$ cat config.mk
export PLATFORM = sky130hd
export DESIGN_NAME = irq_controller
export DESIGN_NICKNAME = d
export VERILOG_FILES = /design/src/irq_pkg.sv /design/src/irq_controller.sv
export VERILOG_INCLUDE_DIRS = /design/src
export SDC_FILE = /design/constraint.sdc
export NUM_CORES = 1
export LEC_CHECK = 0
export ABC_AREA = 1
export BUFFER_PORTS_ARGS = -buffer_cell sky130_fd_sc_hd__clkbuf_2
export CORE_ASPECT_RATIO = 0.8
export CORE_MARGIN = 8
export CORE_UTILIZATION = 40
export CTS_BUF_LIST = sky130_fd_sc_hd__clkbuf_4
export CTS_CLUSTER_DIAMETER = 40
export DETAILED_ROUTE_END_ITERATION = 6
export SYNTH_ARGS = -nofsm -noshare
export SYNTH_HDL_FRONTEND = slang
export SYNTH_SLANG_ARGS = --single-unit
$ cat constraint.sdc
create_clock -name aclk -period 6 [get_ports aclk]
set_clock_uncertainty 0.05 [all_clocks]
set_input_delay 1.2 -clock aclk [delete_from_list [all_inputs] [get_ports aclk]]
set_output_delay 1.2 -clock aclk [all_outputs]
set_load 0.02 [all_outputs]
$ cat src/irq_consts.svh
// Offsets, field values, vectors and timing counts of the interrupt controller.
`ifndef IRQ_CONSTS_SVH
`define IRQ_CONSTS_SVH
`define REG_CTRL 12'h000
`define REG_PEND 12'h004
`define REG_ACTV 12'h008
`define REG_STAT 12'h00c
`define REG_SRC 12'h010
`define REG_MASK 12'h014
`define CTRL_GIE 0
`define CTRL_DIS 1
`define CTRL_RTI 2
`define CTRL_SLEEP 3
`define MASK_RESET 8'hde
`define RESET_OPCODE 8'hc1
`define RESET_VECTOR 12'h008
`define MC_CLOCKS 2
`define LAT_MIN_MC 3
`define LAT_MAX_MC 5
`endif

$ cat src/irq_pkg.sv
// Types shared by the interrupt controller.
package irq_pkg;
  typedef enum logic [1:0] {
    st_reset,
    st_run,
    st_ack
  } core_state_t;
endpackage

$ cat src/irq_controller.sv
// Eight-level prioritised interrupt controller with master reset, AXI4-Lite register access.
// Contract
// - eight levels, 8-bit pending and active registers
// - latch requests every non-I/O machine cycle
// - signal only without higher active level
// - acknowledge cycle: short call, push PC
// - return clears pending/active bits, pops PC
// - disabled: latch requests, defer service
// - repeat request merges into pending bit
// - latency three to five machine cycles
// - level seven highest; fixed vectors
// - per-level short-call acknowledge opcodes; here levels 3 and 4 share E8h
// - fixed source mapping; levels 0,5 software
// - hardware sources maskable per level; sources sharing a level share one mask bit
// - software interrupt writes pending register
// - master reset unmaskable, several causes
// - master reset clears flag, pending, active
// - reset: I/O bus reset, ports input
// - reset release: opcode C1h to 008h
// - machine cycle is two clocks
// - enable flag: disable clears, enable/sleep sets
`timescale 1ns/1ns
`include "irq_consts.svh"
module irq_controller #(
  parameter int LEVELS = 8
) (
  // Clock and reset.
  input wire logic aclk,
  input wire logic aresetn,
  // Master reset causes, asynchronous pins.
  input wire logic por_req,
  input wire logic brownout_req,
  input wire logic watchdog_req,
  input wire logic clk_supervisor_req,
  // Hardware interrupt sources, asynchronous pins.
  input wire logic port5_pin2,
  input wire logic port5_pin3,
  input wire logic timer1_irq,
  input wire logic sync_serial_iface_irq,
  input wire logic port4_pin0,
  input wire logic port4_pin3,
  input wire logic timer2_irq,
  input wire logic port5_pin0,
  input wire logic port5_pin1,
  input wire logic voltage_monitor_irq_level,
  // Core sequencer side.
  input wire logic io_cycle,
  output logic irq_signal,
  output logic ack_strobe,
  output logic [7:0] ack_opcode,
  output logic [11:0] ack_vector,
  output logic [2:0] ack_level,
  output logic io_bus_reset,
  output logic ports_input,
  output logic mc_tick,
  // AXI4-Lite slave.
  input wire logic [11:0] s_axi_awaddr,
  input wire logic s_axi_awvalid,
  output logic s_axi_awready,
  input wire logic [31:0] s_axi_wdata,
  input wire logic [3:0] s_axi_wstrb,
  input wire logic s_axi_wvalid,
  output logic s_axi_wready,
  output logic [1:0] s_axi_bresp,
  output logic s_axi_bvalid,
  input wire logic s_axi_bready,
  input wire logic [11:0] s_axi_araddr,
  input wire logic s_axi_arvalid,
  output logic s_axi_arready,
  output logic [31:0] s_axi_rdata,
  output logic [1:0] s_axi_rresp,
  output logic s_axi_rvalid,
  input wire logic s_axi_rready
);
  localparam logic [11:0] VEC [8] = '{12'h040, 12'h080, 12'h0c0, 12'h100, 12'h140, 12'h180, 12'h1c0, 12'h1e0};
  localparam logic [7:0] OPC [8] = '{8'hc8, 8'hd0, 8'hd8, 8'he8, 8'he8, 8'hf0, 8'hf8, 8'hfc};

  function automatic logic [3:0] top_level(input logic [7:0] v);
    top_level = 4'h8;
    for (int i = 0; i < 8; i++) begin
      if (v[i]) begin
        top_level = 4'(i);
      end
    end
  endfunction

  // Two-flop synchronisers for every pin input.
  logic [13:0] sync1, sync2, prev;
  wire logic [13:0] pins = {clk_supervisor_req, watchdog_req, brownout_req, por_req, voltage_monitor_irq_level,
    port5_pin1, port5_pin0, timer2_irq, port4_pin3, port4_pin0, sync_serial_iface_irq, timer1_irq, port5_pin3,
    port5_pin2};
  always_ff @(posedge aclk) begin
    sync1 <= pins;
    sync2 <= sync1;
    prev <= sync2;
  end

  wire logic master_reset = !aresetn || (|sync2[13:10]);

  logic gie, next_gie;
  logic [7:0] pend, next_pend, actv, next_actv, mask, next_mask;
  logic phase, next_phase;
  irq_pkg::core_state_t state, next_state;
  logic [3:0] sel, next_sel;
  logic rti_req, next_rti_req, swi_req, next_swi_req;
  logic [7:0] swi_val, next_swi_val;
  logic [7:0] ack_op_q, next_ack_op;
  logic [11:0] ack_vec_q, next_ack_vec;
  logic [2:0] ack_lvl_q, next_ack_lvl;
  logic ack_q, next_ack;
  logic dis_req, en_req, next_dis_req, next_en_req;

  // Edge events on port pins are held until the next sampling cycle, so a one-clock edge is never missed.
  logic [9:0] edge_hold, next_edge_hold;
  wire logic [9:0] edges = (sync2[9:0] ^ prev[9:0]) | edge_hold;
  logic [7:0] hw_req;
  always_comb begin
    next_edge_hold = (phase && !io_cycle) ? 10'h000 : edges;
    hw_req = 8'h00;
    hw_req[1] = (edges[0] & mask[1]) | (edges[1] & mask[1]);
    hw_req[2] = sync2[2] & mask[2];
    hw_req[3] = (sync2[3] | edges[4] | edges[5]) & mask[3];
    hw_req[4] = sync2[6] & mask[4];
    hw_req[6] = (edges[7] | edges[8]) & mask[6];
    hw_req[7] = sync2[9] & mask[7];
  end

  wire logic [7:0] blocked_pend = pend & ~actv;
  wire logic [3:0] top_pend = top_level(blocked_pend);
  wire logic [3:0] top_actv = top_level(actv);
  wire logic can_irq = (top_pend != 4'h8) && (top_actv == 4'h8 || top_pend > top_actv);

  always_comb begin
    next_phase = ~phase;
    next_pend = pend;
    next_actv = actv;
    next_gie = gie;
    next_state = state;
    next_sel = sel;
    next_ack = 1'b0;
    next_ack_op = ack_op_q;
    next_ack_vec = ack_vec_q;
    next_ack_lvl = ack_lvl_q;
    // The return clear comes first, so a request arriving in the same cycle is kept.
    if (rti_req && top_actv != 4'h8) begin
      next_pend[top_actv[2:0]] = 1'b0;
      next_actv[top_actv[2:0]] = 1'b0;
    end
    if (phase && !io_cycle) begin
      next_pend = next_pend | hw_req;
    end
    if (swi_req) begin
      next_pend = next_pend | swi_val;
    end
    if (dis_req) begin
      next_gie = 1'b0;
    end else if (en_req) begin
      next_gie = 1'b1;
    end
    case (state)
      irq_pkg::st_reset: begin
        next_state = irq_pkg::st_run;
        next_ack = 1'b1;
        next_ack_op = `RESET_OPCODE;
        next_ack_vec = `RESET_VECTOR;
        next_ack_lvl = 3'h0;
      end
      irq_pkg::st_run: begin
        if (phase && can_irq && gie) begin
          next_state = irq_pkg::st_ack;
          next_sel = top_pend;
        end
      end
      irq_pkg::st_ack: begin
        next_state = irq_pkg::st_run;
        next_actv[sel[2:0]] = 1'b1;
        next_ack = 1'b1;
        next_ack_op = OPC[sel[2:0]];
        next_ack_vec = VEC[sel[2:0]];
        next_ack_lvl = sel[2:0];
      end
      default: next_state = irq_pkg::st_reset;
    endcase
  end

  always_ff @(posedge aclk) begin
    if (master_reset) begin
      gie <= 1'b0;
      pend <= 8'h00;
      actv <= 8'h00;
      phase <= 1'b0;
      state <= irq_pkg::st_reset;
      sel <= 4'h0;
      edge_hold <= 10'h000;
      ack_q <= 1'b0;
      ack_op_q <= 8'h00;
      ack_vec_q <= 12'h000;
      ack_lvl_q <= 3'h0;
    end else begin
      gie <= next_gie;
      pend <= next_pend;
      actv <= next_actv;
      phase <= next_phase;
      state <= next_state;
      sel <= next_sel;
      edge_hold <= next_edge_hold;
      ack_q <= next_ack;
      ack_op_q <= next_ack_op;
      ack_vec_q <= next_ack_vec;
      ack_lvl_q <= next_ack_lvl;
    end
  end

  assign irq_signal = can_irq;
  assign ack_strobe = ack_q;
  assign ack_opcode = ack_op_q;
  assign ack_vector = ack_vec_q;
  assign ack_level = ack_lvl_q;
  assign io_bus_reset = master_reset || state == irq_pkg::st_reset;
  assign ports_input = io_bus_reset;
  assign mc_tick = phase;

  // AXI4-Lite slave: one write and one read at a time.
  logic aw_got, w_got, bvalid_q, rvalid_q;
  logic next_aw_got, next_w_got, next_bvalid, next_rvalid;
  logic [11:0] aw_q, next_aw;
  logic [31:0] w_q, next_w, rdata_q, next_rdata;
  logic [1:0] bresp_q, next_bresp, rresp_q, next_rresp;
  assign s_axi_awready = !aw_got && !bvalid_q;
  assign s_axi_wready = !w_got && !bvalid_q;
  assign s_axi_arready = !rvalid_q;
  assign s_axi_bvalid = bvalid_q;
  assign s_axi_bresp = bresp_q;
  assign s_axi_rvalid = rvalid_q;
  assign s_axi_rdata = rdata_q;
  assign s_axi_rresp = rresp_q;

  always_comb begin
    next_aw_got = aw_got;
    next_w_got = w_got;
    next_aw = aw_q;
    next_w = w_q;
    next_bvalid = bvalid_q;
    next_bresp = bresp_q;
    next_rvalid = rvalid_q;
    next_rdata = rdata_q;
    next_rresp = rresp_q;
    next_mask = mask;
    next_swi_req = 1'b0;
    next_swi_val = swi_val;
    next_rti_req = 1'b0;
    next_dis_req = 1'b0;
    next_en_req = 1'b0;
    if (s_axi_awvalid && s_axi_awready) begin
      next_aw_got = 1'b1;
      next_aw = s_axi_awaddr;
    end
    if (s_axi_wvalid && s_axi_wready) begin
      next_w_got = 1'b1;
      next_w = s_axi_wstrb[0] ? s_axi_wdata : 32'h0000_0000;
    end
    if (aw_got && w_got) begin
      next_aw_got = 1'b0;
      next_w_got = 1'b0;
      next_bvalid = 1'b1;
      next_bresp = 2'b00;
      case ({aw_q[11:2], 2'b00})
        `REG_CTRL: begin
          next_en_req = w_q[`CTRL_GIE] | w_q[`CTRL_SLEEP];
          next_dis_req = w_q[`CTRL_DIS];
          next_rti_req = w_q[`CTRL_RTI];
        end
        `REG_PEND: begin
          next_swi_req = 1'b1;
          next_swi_val = w_q[7:0];
        end
        `REG_MASK: next_mask = w_q[7:0];
        `REG_ACTV, `REG_STAT, `REG_SRC: next_bresp = 2'b00;
        default: next_bresp = 2'b10;
      endcase
    end
    if (bvalid_q && s_axi_bready) begin
      next_bvalid = 1'b0;
    end
    if (s_axi_arvalid && s_axi_arready) begin
      next_rvalid = 1'b1;
      next_rresp = 2'b00;
      case ({s_axi_araddr[11:2], 2'b00})
        `REG_CTRL: next_rdata = {31'h0000_0000, gie};
        `REG_PEND: next_rdata = {24'h00_0000, pend};
        `REG_ACTV: next_rdata = {24'h00_0000, actv};
        `REG_STAT: next_rdata = {24'h00_0000, irq_signal, state == irq_pkg::st_ack, 2'b00, top_pend};
        `REG_SRC: next_rdata = {24'h00_0000, hw_req};
        `REG_MASK: next_rdata = {24'h00_0000, mask};
        default: begin
          next_rdata = 32'h0000_0000;
          next_rresp = 2'b10;
        end
      endcase
    end else if (rvalid_q && s_axi_rready) begin
      next_rvalid = 1'b0;
    end
  end

  always_ff @(posedge aclk) begin
    if (!aresetn) begin
      aw_got <= 1'b0;
      w_got <= 1'b0;
      aw_q <= 12'h000;
      w_q <= 32'h0000_0000;
      bvalid_q <= 1'b0;
      bresp_q <= 2'b00;
      rvalid_q <= 1'b0;
      rdata_q <= 32'h0000_0000;
      rresp_q <= 2'b00;
      mask <= `MASK_RESET;
      swi_req <= 1'b0;
      swi_val <= 8'h00;
      rti_req <= 1'b0;
      dis_req <= 1'b0;
      en_req <= 1'b0;
    end else begin
      aw_got <= next_aw_got;
      w_got <= next_w_got;
      aw_q <= next_aw;
      w_q <= next_w;
      bvalid_q <= next_bvalid;
      bresp_q <= next_bresp;
      rvalid_q <= next_rvalid;
      rdata_q <= next_rdata;
      rresp_q <= next_rresp;
      mask <= next_mask;
      swi_req <= next_swi_req;
      swi_val <= next_swi_val;
      rti_req <= next_rti_req;
      dis_req <= next_dis_req;
      en_req <= next_en_req;
    end
  end
endmodule

==> impl_results.html <==
<table>
<tr><th>Metric</th><th>Value</th></tr>
<tr><th colspan="2">Outcome</th></tr>
<tr><td>Outcome</td><td>finished clean</td></tr>
<tr><th colspan="2">Detailed routing</th></tr>
<tr><td>Via-to-Cell Ratio</td><td>4.67</td></tr>
<tr><td>Antenna viol nets, final</td><td>0</td></tr>
<tr><td>Per-cell routed wire length</td><td>13.5 um</td></tr>
<tr><td>Initial DRT Pass Iterations</td><td>5</td></tr>
<tr><td>Final wirelength</td><td>12800 um</td></tr>
<tr><td>Count of vias placed by the detailed router</td><td>4435</td></tr>
<tr><td>DRC violation count after routing</td><td>0</td></tr>
<tr><td>Iteration-0 DRC count of the detailed router</td><td>317</td></tr>
<tr><th colspan="2">Synthesis</th></tr>
<tr><td>Sequential cell area fraction in the yosys report</td><td>47.8%</td></tr>
<tr><td>Cell type with the highest aggregate area in the netlist</td><td>sky130_fd_sc_hd__dfxtp_1</td></tr>
<tr><td>Most frequent cells after synthesis</td><td>sky130_fd_sc_hd__nand2_1 (137), sky130_fd_sc_hd__dfxtp_1 (126), sky130_fd_sc_hd__nor2_1 (85)</td></tr>
<tr><td>Register bit count reported by yosys</td><td>126</td></tr>
<tr><td>Main synth FF type</td><td>sky130_fd_sc_hd__dfxtp_1</td></tr>
<tr><td>Synthesized instance count</td><td>682</td></tr>
<tr><td>Area of the mapped netlist</td><td>5280 um^2</td></tr>
<tr><td>Most common cell in the synthesized netlist</td><td>sky130_fd_sc_hd__nand2_1</td></tr>
<tr><td>Number of distinct library cells after synthesis</td><td>43</td></tr>
<tr><td>Mean instance size in the synthesized netlist</td><td>7.73 um^2</td></tr>
<tr><td>Area share of the largest cell type after synthesis</td><td>47.8%</td></tr>
<tr><td>Post-synth ARST share</td><td>0%</td></tr>
<tr><td>Number of enable flip-flop cells after synthesis</td><td>0</td></tr>
<tr><td>Synth top area cells</td><td>sky130_fd_sc_hd__dfxtp_1 (48%), sky130_fd_sc_hd__nand2_1 (9.7%), sky130_fd_sc_hd__nor2_1 (6.0%)</td></tr>
<tr><td>Number of warnings reported in the yosys synthesis log</td><td>0</td></tr>
<tr><th colspan="2">Place</th></tr>
<tr><td># placed instances</td><td>919</td></tr>
<tr><td>DPL Wire Length</td><td>10100 um</td></tr>
<tr><td>Number of port buffers</td><td>85</td></tr>
<tr><td>RePlAce Congestion</td><td>0.886</td></tr>
<tr><th colspan="2">Final layout</th></tr>
<tr><td>Sequential cell area</td><td>2520 um^2</td></tr>
<tr><td>Fill cell total of the finished layout</td><td>1348</td></tr>
<tr><td>Synth-to-layout area growth</td><td>12.2%</td></tr>
<tr><td>Antenna diode instance count</td><td>0</td></tr>
<tr><td>Total number of nets in the final design</td><td>852</td></tr>
<tr><td>Cell Count, Final, Fillers Out</td><td>949</td></tr>
<tr><td>Combined area of the multi-input logic cells</td><td>2210 um^2</td></tr>
<tr><td>Ratio of cells with drive above 1 in the final layout</td><td>19.0%</td></tr>
<tr><th colspan="2">Floorplan</th></tr>
<tr><td>DIE HEIGHT</td><td>119 um</td></tr>
<tr><td>Total Die Area</td><td>17100 um^2</td></tr>
<tr><td>Standard-cell row count</td><td>37</td></tr>
<tr><td>Floorplan die width</td><td>144 um</td></tr>
<tr><td>Initial Utilization</td><td>41.0%</td></tr>
<tr><td>Core box area</td><td>12900 um^2</td></tr>
<tr><td>Number of I/O pins</td><td>151</td></tr>
<tr><th colspan="2">Power and ir drop</th></tr>
<tr><td>Switching Power</td><td>0.391 mW</td></tr>
<tr><td>Sequential share of power</td><td>56.7%</td></tr>
<tr><td>Maximum ir drop on the vdd rail</td><td>146 uV</td></tr>
<tr><td>Static leakage power</td><td>2.76 nW</td></tr>
<tr><td>Cell internal pwr</td><td>1.16 mW</td></tr>
<tr><td>Power share of the combinational group</td><td>8.2%</td></tr>
<tr><td>Relative contribution of the clock network to total power</td><td>35.1%</td></tr>
<tr><td>Power per cell area</td><td>262 nW/um^2</td></tr>
<tr><td>Sum of internal, switching and leakage power</td><td>1.55 mW</td></tr>
<tr><td>Switching Share</td><td>25.2%</td></tr>
<tr><th colspan="2">STA</th></tr>
<tr><td>Worst-margin pin slew</td><td>741 ps</td></tr>
<tr><td>Setup Viol. Count Final</td><td>0</td></tr>
<tr><td>Minimum clock period</td><td>4270 ps</td></tr>
<tr><td>Final Slew Violations</td><td>0</td></tr>
<tr><td>Count of final hold-check violations</td><td>0</td></tr>
<tr><td>Maximum clock frequency</td><td>0.234 GHz</td></tr>
<tr><td>Worst slew margin relative to its limit</td><td>50.3%</td></tr>
<tr><td>RSZ-0062 raised after global routing</td><td>no</td></tr>
<tr><td>Setup TNS</td><td>0 ps</td></tr>
<tr><td>Part of the cycle the worst path needs</td><td>71.2%</td></tr>
<tr><th colspan="2">Worst setup path</th></tr>
<tr><td>Slowest stage cell, crit path</td><td>sky130_fd_sc_hd__inv_1</td></tr>
<tr><td>Largest driver fanout on the critical path</td><td>30</td></tr>
<tr><td>Peak per-stage delay on the critical path</td><td>520 ps</td></tr>
<tr><td>Required time of the critical path</td><td>4750 ps</td></tr>
<tr><td>Arrival time reported for the critical path endpoint</td><td>3020 ps</td></tr>
<tr><td>Minimum setup slack among reg-to-reg paths</td><td>3600 ps</td></tr>
<tr><td>Startpoint Class</td><td>input pin</td></tr>
<tr><td>Start-to-end type of the worst setup path</td><td>in -&gt; out</td></tr>
<tr><td>Launching point of the worst reg2reg path</td><td>actv[7]$_SDFF_PP0_</td></tr>
<tr><td>Destination of the worst register-to-register timing path</td><td>sel[0]$_SDFFE_PP0P_</td></tr>
<tr><td>Crit-path cells</td><td>clkbuf_2, inv_1, nor2_1, and2_1, buf_4, o21ai_0, clkbuf_2</td></tr>
<tr><td>Buf+Inv Stages, Crit Path</td><td>4</td></tr>
<tr><td>Most common cell on crit path</td><td>sky130_fd_sc_hd__clkbuf_2</td></tr>
<tr><td>Capturing element type of the critical path</td><td>output port</td></tr>
<tr><td>Cell family contributing the most delay on the critical path</td><td>buffers and inverters</td></tr>
<tr><td>R2R depth</td><td>15</td></tr>
<tr><th colspan="2">Clock tree</th></tr>
<tr><td>Clock transition time at the flip-flop clock pins of the worst setup and hold paths</td><td>100 ps</td></tr>
<tr><td>Clk root buf</td><td>sky130_fd_sc_hd__clkbuf_4</td></tr>
<tr><td>Clock buffers created by TritonCTS</td><td>17</td></tr>
<tr><td>Post-CTS Hold Buffers</td><td>0</td></tr>
<tr><td>Clock buffer depth</td><td>2</td></tr>
<tr><td>Setup fix buffers added after clock tree synthesis</td><td>0</td></tr>
<tr><td>CTS tree</td><td>built</td></tr>
<tr><td>Level count of the clock H-tree</td><td>4</td></tr>
<tr><td>Skew-Pair Late Insertion Delay</td><td>510 ps</td></tr>
<tr><td>Post_cts resized</td><td>0</td></tr>
<tr><td>Clock tree sinks</td><td>126</td></tr>
<tr><th colspan="2">Global route</th></tr>
<tr><td>First-pass GRT wire length</td><td>21100 um</td></tr>
<tr><td>Overall fraction of global-route tracks in use</td><td>15.5%</td></tr>
<tr><td>Pin count of the biggest net entering global routing</td><td>31</td></tr>
<tr><td>Number of global-route vias before repair</td><td>4409</td></tr>
<tr><td>Gr ovfl total</td><td>0</td></tr>
<tr><td>Antenna violations before repair</td><td>0</td></tr>
<tr><th colspan="2">Job</th></tr>
<tr><td>Max-cap violations</td><td>0</td></tr>
<tr><th colspan="2">Hold path</th></tr>
<tr><td>End point of the most critical hold path</td><td>sync2[13]$_DFF_P_</td></tr>
<tr><td>HP Start</td><td>sync1[13]$_DFF_P_</td></tr>
<tr><td>Worst Hold Path Cells</td><td>0</td></tr>
<tr><td>Path category of the worst min-delay check</td><td>reg -&gt; reg</td></tr>
</table>
## metrics by stage
stage          util [%]  cell area (um^2)  worst slack [ps]  hold slack (ps)
2_1_floorplan         -              5400              2610              260
3_3_place_gp       44.0              5670              1700              262
3_5_place_dp       44.0              5670              1670              262
4_1_cts            46.0              5920              1670              285
5_1_grt            46.0              5920              1520              290
6_report           46.0              5920              1730              282
## final cells by class
cell class | instances | share of cell area [%]
sequential | 126 | 42.6
multi-input combinational | 457 | 37.3
timing repair buffer | 86 | 7.31
inverter | 75 | 4.76
tap | 175 | 3.70
clock buffer | 21 | 2.66
clock inverter | 9 | 1.63
## cell families after synthesis
family	count (synthesis)	synth area share, %
DFF	126	47.8
buffers and inverters	132	12.6
other	1	0.0711
and+or+nand+nor	294	24.1
xor gates and xnor gates	2	0.332
AOI/OAI and AO/OA	120	13.3
adders and majority gates	7	1.66
## per-layer routing
layer / vias to the layer above / wire length [um] / track usage, %
met5: - / 0 / 0
li1: 2277 / - / -
met4: 0 / 170 / 4.74
met1: 1998 / 6250 / 20.8
met2: 144 / 5390 / 22.9
met3: 16 / 1030 / 5.07
## layout by cell type, fill, tap and decap left out, types with 3 or more instances in the layout
master,count
sky130_fd_sc_hd__a31oi_1,3
sky130_fd_sc_hd__clkinv_1,5
sky130_fd_sc_hd__o211ai_1,5
sky130_fd_sc_hd__nor2_1,85
sky130_fd_sc_hd__nand2_1,137
sky130_fd_sc_hd__o211ai_2,3
sky130_fd_sc_hd__nor2_2,8
sky130_fd_sc_hd__clkbuf_4,21
sky130_fd_sc_hd__o21ai_0,34
sky130_fd_sc_hd__a22oi_1,3
sky130_fd_sc_hd__nand4_1,4
sky130_fd_sc_hd__inv_2,6
sky130_fd_sc_hd__a211oi_1,8
sky130_fd_sc_hd__o21ai_1,3
sky130_fd_sc_hd__ha_1,7
sky130_fd_sc_hd__nand3_1,41
sky130_fd_sc_hd__dfxtp_1,126
sky130_fd_sc_hd__a21oi_1,50
sky130_fd_sc_hd__a21oi_2,3
sky130_fd_sc_hd__inv_1,67
sky130_fd_sc_hd__conb_1,34
sky130_fd_sc_hd__clkbuf_2,85
sky130_fd_sc_hd__nand2_2,5
## how the worst max path moves through the flow
stage / startpoint / to / slack (ps) / cells past startpoint
floorplan: aresetn / ports_input / 2610 / 6
global placement: aresetn / ports_input / 1700 / 7
detailed placement: aresetn / ports_input / 1670 / 7
CTS: aresetn / ports_input / 1670 / 7
global route: aresetn / ports_input / 1520 / 7
finish: aresetn / ports_input / 1730 / 7
## sequential cells by signal, indices dropped and copies added, names as in the netlist, 6 cells and up
| name | flops |
|---|---|
| sync1 | 14 |
| mask | 8 |
| sync2 | 14 |
| aw_q | 10 |
| pend | 8 |
| ack_opcode | 6 |
| prev | 6 |
| actv | 8 |
| swi_val | 8 |
| w_q | 8 |
| s_axi_rdata | 8 |
| edge_hold | 6 |
## power groups by stage
stage / Clock [mW] / Sequential, mW / Combinational (mW)
5_1_grt: 0.602 / 0.882 / 0.142
3_5_place_dp: 0 / 0.898 / 0.126
6_report: 0.544 / 0.878 / 0.126
4_1_cts: 0.559 / 0.878 / 0.127
2_1_floorplan: 0 / 0.897 / 0.102
3_3_place_gp: 0 / 0.897 / 0.122
Power figures use the tool's default switching activity.
